$ cat src/otss_pkg.sv
// package for the oscillator trim and spread-spectrum block
// assumes nothing beyond a SystemVerilog compiler
`default_nettype none
package otss_pkg;
  // ----------------------------------------
  // register offsets
  // ----------------------------------------
  localparam logic [15:0] REG_TRIM_ADDR   = 16'ha000;
  localparam logic [15:0] COARSE_ADDR     = 16'ha001;
  localparam logic [15:0] FINE_ADDR       = 16'ha002;
  localparam logic [15:0] POWER_MODE_ADDR = 16'ha003;
  localparam logic [15:0] STATUS_ADDR     = 16'ha004;
  // ----------------------------------------
  // reset values
  // ----------------------------------------
  localparam logic [7:0] REG_TRIM_RST = 8'hff;
  localparam logic [7:0] COARSE_RST   = 8'h02;
  localparam logic [7:0] FINE_RST     = 8'h8e;
  localparam logic [7:0] POWER_RST    = 8'h00;
  // ----------------------------------------
  // coarse register fields
  // ----------------------------------------
  localparam int INTERVAL_HI = 7;
  localparam int INTERVAL_LO = 4;
  localparam int AMP_HI      = 3;
  localparam int AMP_LO      = 2;
  localparam int COARSE_HI   = 1;
  localparam int COARSE_LO   = 0;
  localparam logic [3:0] INTERVAL_OFF = 4'h0;
  localparam logic [7:0] TRIM_MAX     = 8'hff;
  // amplitude per code
  localparam logic [5:0] AMP_CODE0 = 6'h04;
  localparam logic [5:0] AMP_CODE1 = 6'h08;
  localparam logic [5:0] AMP_CODE2 = 6'h10;
  localparam logic [5:0] AMP_CODE3 = 6'h20;
  // ----------------------------------------
  // power modes
  // ----------------------------------------
  typedef enum logic [2:0] {
    PM_NORMAL = 3'h0,
    PM_PMM    = 3'h1,
    PM_IDLE   = 3'h3,
    PM_STOP   = 3'h2,
    PM_SLEEP  = 3'h6
  } otss_mode_type;
  localparam int MODE_HI       = 2;
  localparam int SLOW_SEL_BIT  = 3;
  localparam int WAKE_SEL_BIT  = 4;
  // oscillator restart settle
  localparam int SETTLE_CYCLES = 10;
endpackage : otss_pkg
`default_nettype wire

$ cat src/otss_top.sv
// oscillator trim, spread-spectrum and power-mode control
// assumes registers written over a plain one-cycle strobe port on core_clk
//
// Notes on behaviour
// - interval zero passes fine trim directly
// - amplitude code selects 4, 8, 16, 32
// - swept word spans fine trim plus/minus amplitude
// - interval sets cycles between sweep updates
// - full sweep lasts 4*interval*amp
// - swept word clipped to 0..255
// - coarse register holds interval, amplitude, coarse
// - reset reloads coarse and fine defaults
// - fast oscillator off only in stop
// - oscillator enable changes glitch free
// - main regulator on in every mode but sleep
// - main regulator on after reset
// - regulator trim resets to all ones
// - higher fine trim means lower frequency
// - slow oscillator always runs, selectable
//
// Our own choice: the plain strobed port.
`default_nettype none
module otss_top (
  input  wire logic        core_clk,
  input  wire logic        rst,
  input  wire logic        clkEn,
  input  wire logic [15:0] regAddr,
  input  wire logic [7:0]  regWdata,
  input  wire logic        regWr,
  input  wire logic        regRd,
  output logic      [7:0]  regRdata,
  output logic      [7:0]  regulatorTrim,
  output logic      [1:0]  coarseTrim,
  output logic      [7:0]  effectiveFineTrim,
  output logic             fastOscEn,
  output logic             fastOscStable,
  output logic             slowOscEn,
  output logic             sysClkSlowSel,
  output logic             wakeTimerSlowSel,
  output logic             mainRegEn,
  output logic             backupRegEn
);
  // ----------------------------------------
  // registers
  // ----------------------------------------
  logic [7:0] regTrim_q;
  logic [7:0] coarse_q;
  logic [7:0] fine_q;
  logic [7:0] power_q;
  logic [7:0] rdata_q;
  logic [7:0] rdata_d;
  logic [3:0] settle_q;
  logic [3:0] settle_d;
  logic       oscEn_q;
  logic       mainEn_q;

  // address decode
  wire selRegTrim = (regAddr == otss_pkg::REG_TRIM_ADDR);
  wire selCoarse  = (regAddr == otss_pkg::COARSE_ADDR);
  wire selFine    = (regAddr == otss_pkg::FINE_ADDR);
  wire selPower   = (regAddr == otss_pkg::POWER_MODE_ADDR);
  wire selStatus  = (regAddr == otss_pkg::STATUS_ADDR);

  // register writes; calibration is lost on reset by design
  always_ff @(posedge core_clk) begin
    if (rst) begin
      regTrim_q <= otss_pkg::REG_TRIM_RST;
      coarse_q  <= otss_pkg::COARSE_RST;
      fine_q    <= otss_pkg::FINE_RST;
      power_q   <= otss_pkg::POWER_RST;
    end else if (clkEn && regWr) begin
      if (selRegTrim) regTrim_q <= regWdata;
      if (selCoarse)  coarse_q  <= regWdata;
      if (selFine)    fine_q    <= regWdata;
      if (selPower)   power_q   <= regWdata;
    end
  end

  // ----------------------------------------
  // field extraction
  // ----------------------------------------
  wire [3:0] interval = coarse_q[otss_pkg::INTERVAL_HI:otss_pkg::INTERVAL_LO];
  wire [1:0] ampCode  = coarse_q[otss_pkg::AMP_HI:otss_pkg::AMP_LO];
  wire [5:0] ampValue = (ampCode == 2'h3) ? otss_pkg::AMP_CODE3 :
                        (ampCode == 2'h2) ? otss_pkg::AMP_CODE2 :
                        (ampCode == 2'h1) ? otss_pkg::AMP_CODE1 : otss_pkg::AMP_CODE0;
  wire [2:0] mode     = power_q[otss_pkg::MODE_HI:0];
  wire inStop  = (mode == otss_pkg::PM_STOP);
  wire inSleep = (mode == otss_pkg::PM_SLEEP);
  wire inNormal = !inStop && !inSleep;

  // sweeper drives the oscillator word; larger word, slower clock
  otss_sweeper #(
    .WIDTH (8)
  ) u_sweeper (
    .core_clk  (core_clk),
    .rst       (rst),
    .clkEn     (clkEn),
    .interval  (interval),
    .amplitude (ampValue),
    .fineTrim  (fine_q),
    .effTrim   (effectiveFineTrim)
  );

  // ----------------------------------------
  // power control
  // ----------------------------------------
  // registered enables so the analog side sees clean edges
  always_ff @(posedge core_clk) begin
    if (rst) begin
      oscEn_q  <= 1'b1;
      mainEn_q <= 1'b1;
      settle_q <= 4'h0;
    end else if (clkEn) begin
      oscEn_q  <= !inStop;
      mainEn_q <= inNormal || inStop;
      settle_q <= settle_d;
    end
  end
  // settle count restarts whenever oscillator is off
  assign settle_d = !oscEn_q ? 4'h0 :
                    (settle_q == 4'(otss_pkg::SETTLE_CYCLES)) ? settle_q : settle_q + 4'h1;

  // ----------------------------------------
  // read mux
  // ----------------------------------------
  assign rdata_d = selRegTrim ? regTrim_q :
                   selCoarse  ? coarse_q :
                   selFine    ? fine_q :
                   selPower   ? power_q :
                   selStatus  ? {5'h00, fastOscStable, oscEn_q, mainEn_q} : 8'h00;
  always_ff @(posedge core_clk) begin
    if (rst) begin
      rdata_q <= 8'h00;
    end else if (clkEn) begin
      rdata_q <= regRd ? rdata_d : 8'h00;
    end
  end

  assign regRdata         = rdata_q;
  assign regulatorTrim    = regTrim_q;
  assign coarseTrim       = coarse_q[otss_pkg::COARSE_HI:otss_pkg::COARSE_LO];
  assign fastOscEn        = oscEn_q;
  assign fastOscStable    = (settle_q == 4'(otss_pkg::SETTLE_CYCLES));
  assign slowOscEn        = 1'b1;
  assign sysClkSlowSel    = power_q[otss_pkg::SLOW_SEL_BIT];
  assign wakeTimerSlowSel = power_q[otss_pkg::WAKE_SEL_BIT];
  assign mainRegEn        = mainEn_q;
  assign backupRegEn      = !mainEn_q;
endmodule // otss_top
`default_nettype wire

$ cat src/otss_sweeper.sv
// triangle-wave sweeper for the fine trim
// assumes the caller gives a synchronous clock, reset and enable
`default_nettype none
module otss_sweeper #(
  parameter int WIDTH = 8
) (
  input  wire logic             core_clk,
  input  wire logic             rst,
  input  wire logic             clkEn,
  input  wire logic [3:0]       interval,
  input  wire logic [5:0]       amplitude,
  input  wire logic [WIDTH-1:0] fineTrim,
  output logic      [WIDTH-1:0] effTrim
);
  // only the 8-bit trim word is served; refused at elaboration
  if (WIDTH != 8) begin : g_width_chk
    $error("otss_sweeper supports only 8-bit trim");
  end

  logic [3:0]  tickCnt_q;
  logic [3:0]  tickCnt_d;
  logic signed [6:0] offset_q;
  logic signed [6:0] offset_d;
  logic        up_q;
  logic        up_d;
  logic [WIDTH-1:0] effTrim_q;
  logic [WIDTH-1:0] effTrim_d;

  // ----------------------------------------
  // step timing and direction
  // ----------------------------------------
  wire sweepOn = (interval != otss_pkg::INTERVAL_OFF);
  wire stepNow = sweepOn && (tickCnt_q >= interval - 4'h1);
  wire signed [6:0] ampS = $signed({1'b0, amplitude});
  wire atTop   = (offset_q >= ampS);
  wire atBot   = (offset_q <= -ampS);
  // reverse at each limit; a shrunk amplitude pulls offset back in
  // parked sweeper forgets its direction so every sweep starts upward
  assign up_d = !sweepOn ? 1'b1 : (atTop ? 1'b0 : (atBot ? 1'b1 : up_q));
  assign offset_d = !sweepOn ? 7'sd0 : (!stepNow ? offset_q :
                    (up_d ? offset_q + 7'sd1 : offset_q - 7'sd1));
  assign tickCnt_d = (!sweepOn || stepNow) ? 4'h0 : tickCnt_q + 4'h1;

  // sum widened so clipping sees true sign
  wire signed [9:0] sum = $signed({2'b00, fineTrim}) + 10'(offset_q);
  assign effTrim_d = !sweepOn ? fineTrim :
                     (sum < 10'sd0) ? '0 :
                     (sum > $signed({2'b00, otss_pkg::TRIM_MAX})) ? otss_pkg::TRIM_MAX : sum[WIDTH-1:0];

  // short registers
  always_ff @(posedge core_clk) begin
    if (rst) begin
      tickCnt_q <= 4'h0;
      offset_q  <= 7'sd0;
      up_q      <= 1'b1;
      effTrim_q <= otss_pkg::FINE_RST;
    end else if (clkEn) begin
      tickCnt_q <= tickCnt_d;
      offset_q  <= offset_d;
      up_q      <= up_d;
      effTrim_q <= effTrim_d;
    end
  end
  assign effTrim = effTrim_q;
endmodule // otss_sweeper
`default_nettype wire

$ cat config.mk
export PLATFORM = sky130hd
export DESIGN_NAME = otss_top
export DESIGN_NICKNAME = d
export VERILOG_FILES = /design/src/otss_pkg.sv /design/src/otss_top.sv /design/src/otss_sweeper.sv
export SDC_FILE = /design/constraint.sdc
export NUM_CORES = 1
export LEC_CHECK = 0
export CORE_AREA = 3 3 116 74
export DETAILED_ROUTE_END_ITERATION = 16
export DIE_AREA = 0 0 119 77
export DONT_BUFFER_PORTS = 1
export PLACE_DENSITY = 0.69
export SLEW_MARGIN = 20
export SYNTH_ARGS = -nofsm -noshare
export SYNTH_HDL_FRONTEND = slang
export SYNTH_SLANG_ARGS = --single-unit
$ cat constraint.sdc
create_clock -name core_clk -period 4.3 [get_ports core_clk]
set_input_delay 0.645 -clock core_clk [delete_from_list [all_inputs] [get_ports core_clk]]
set_output_delay 0.645 -clock core_clk [all_outputs]
set_load 0.02 [all_outputs]
==> impl_metrics.yaml <==
outcome:
  status: "completed"
detailed_routing:
  drt-initial-drc-count: 305
  ant_nets: 0
  dr.pass1.iters: 6
  drc: 0
  wirelength_mm: 10.9
  wl_per_cell_um: 19.3
  num_vias: 3547
  viasPerCell: 6.29
sta:
  final_max_slew_viol_count: 0
  finalSetupViolCount: 0
  fmax_mhz: 284
  rsz0062_at_grt: "no"
  post-route-min-period_ns: 3.52
  finalHoldWorstSlack_ns: 0.381
  hold_viol: 0
  skew_ns: 0.00855
  worst_pin_slew_ns: 0.829
  fin_crit_sh_pct: 81.8
  tns_ns: 0
  max-slew-margin-rel_pct: 44.7
worst_setup_path:
  cp_data_arrival_time_ns: 3.78
  cp.required_ns: 4.56
  worstSetupEndpointType: "register"
  setup.worst_path.class: "reg2reg"
  start_kind: "register"
  crit_path_max_fanout: 7
pwr:
  leakage_nw: 1.80
  p_per_area_nw_per_um2: 326
  ir_drop_v: 0.000253
clock_network:
  clock_latency_ns: 0.33
  tritoncts: "yes"
  cts_hold_buf: 0
  clock_sinks: 66
  htreeDepth: 3
  root_buffer: "clkbuf_16"
  clk_pin_slew_ns: 0.06
  clock_path_buffers: 2
  cts-resized-gates: 0
  cts_setup_buffers: 0
  cts_buffers: 9
cells_and_area:
  insertedDiodeCount: 0
  nets: 512
  drive_gt1_share_pct: 10.1
  instances_no_fill: 564
  synthToLayoutAreaGrowth_pct: 8.14
  final.fill_count: 712
  post-route-util_pct: 58.2
synthesis:
  synthCells: 462
  async_reset_ff_share_pct: 0
  synth_most_common_cell: "dfxtp_1"
  yosysUniqueCellTypes: 71
  synth_area_um2: 4120
  synth.top_cells.by_area: "dfxtp_1, ha_1, mux2i_1"
  synth_area_leader_cell: "dfxtp_1"
  ys_seq_area_share_pct: 32.1
  synth_ff_type: "dfxtp_1"
  yosys-top-cells-count: "dfxtp_1, nor2_1, ha_1"
  avgSynthCellArea_um2: 8.92
  synth_edf_count: 0
  syn-num-nets: 523
  yosysWarnings: 0
  netlist.area_leader.share_pct: 32.1
  ys_seq_elements: 66
floorplanning:
  ioPinCount: 62
  start_util_pct: 53.8
  num_rows: 25
  die_h_um: 77
  die_area_um2: 9160
  dieWidth_um: 119
  core_um2: 7660
place:
  dp_hpwl_mm: 7.90
  place_inst: 548
  io_buffers: 0
  gp_congestion: 0.934
global_routing:
  grt_pass1_wl_mm: 17.8
  gr-total-overflow: 0
  grt_pass1_vias: 3415
  antenna_found_initial: 0
  grtUsageTotal_pct: 24.4
  grt_max_degree: 62
job:
  cap_violations: 0
min_path:
  hold_class: "in2reg"
power by group:
group           total, W  switching [W]  internal [W]  leakage (nW)
clock network   0.000787       0.000266      0.000521         0.156
logic          0.0000386      0.0000199     0.0000187          1.11
registers       0.000627     0.00000919      0.000618         0.534
cell usage in the layout (no fill, tap or decap), types with 12 or more instances in the layout:
| cell type | count |
|---|---|
| inv_1 | 23 |
| a21oi_1 | 27 |
| nor2b_1 | 14 |
| nand2b_1 | 12 |
| ha_1 | 30 |
| nand2_1 | 21 |
| nor2_1 | 48 |
| mux2i_1 | 21 |
| dfxtp_1 | 66 |
| o21ai_0 | 22 |
cell type report:
cell class / instances / area (um^2) / area share [%]
tap: 108 / 135 / 3.03
timing repair buffer: 1 / 7.51 / 0.168
multi-input combinational: 350 / 2590 / 58.0
clock inverter: 5 / 77.6 / 1.74
clock buffer: 11 / 243 / 5.45
sequential: 66 / 1320 / 29.6
inverter: 23 / 86.3 / 1.94
cell families after synthesis:
kind of cell               after synthesis  share of synthesized area, %
and+or+nand+nor                        156                          22.5
AOI/OAI and AO/OA                      120                          20.6
DFF                                     66                          32.1
buffers and inverters                   46                          5.19
adders and majority gates               32                          10.1
muxes                                   26                          6.47
xor gates and xnor gates                14                          2.97
other                                    2                         0.182
per-stage QoR:
step	total power [W]	setup WS [ns]	area (um^2)
5_1_grt	0.00150	0.574	4460
4_1_cts	0.00146	0.817	4460
2_1_floorplan	0.000684	1.11	4120
6_report	0.00145	0.783	4460
3_5_place_dp	0.000678	0.840	4140
3_3_place_gp	0.000677	0.957	4140
sequential cells by signal (all words and copies together) (netlist names):
register / count
u_sweeper.effTrim: 8
u_sweeper.offset_q: 7
regulatorTrim: 8
regRdata: 8
coarse_q: 8
u_sweeper.tickCnt_q: 4
power_q: 8
mainRegEn: 1
fastOscEn: 1
u_sweeper.up_q: 1
fine_q: 8
settle_q: 4
per-layer routing:
metal  track usage [%]  share of wire (%)  up-vias
met1              34.8                 48     1723
met5                 0                  0        -
li1                  -                  -     1673
met4              6.01               0.98        0
met2              36.3                 43      140
met3              6.56                8.2       11
critical path: stages, from the launching register on:
cell and delay [ns]:
dfxtp_1 0.36, or2_2 0.31, inv_1 0.07, ha_1 0.25, a311o_1 0.32, a41oi_1 0.21
o211ai_1 0.21, nand2_1 0.15, inv_1 0.11, ha_1 0.35, o21ai_0 0.18, a21oi_1 0.09
o21a_1 0.21, or4b_1 0.50, nand4_1 0.11
path summary, 6_finish.rpt:
check	endpoint	slack, ns	startpoint	cells past startpoint
worst min-delay path	regRdata[3]	0.38	rst	1
worst max register to register	u_sweeper.offset_q[6]	0.78	coarse_q[3]	14
worst max-delay path	u_sweeper.offset_q[6]	0.78	coarse_q[3]	14
worst min register to register	power_q[7]	0.50	power_q[7]	2
Note: power is estimated with default switching activity, not from simulation.
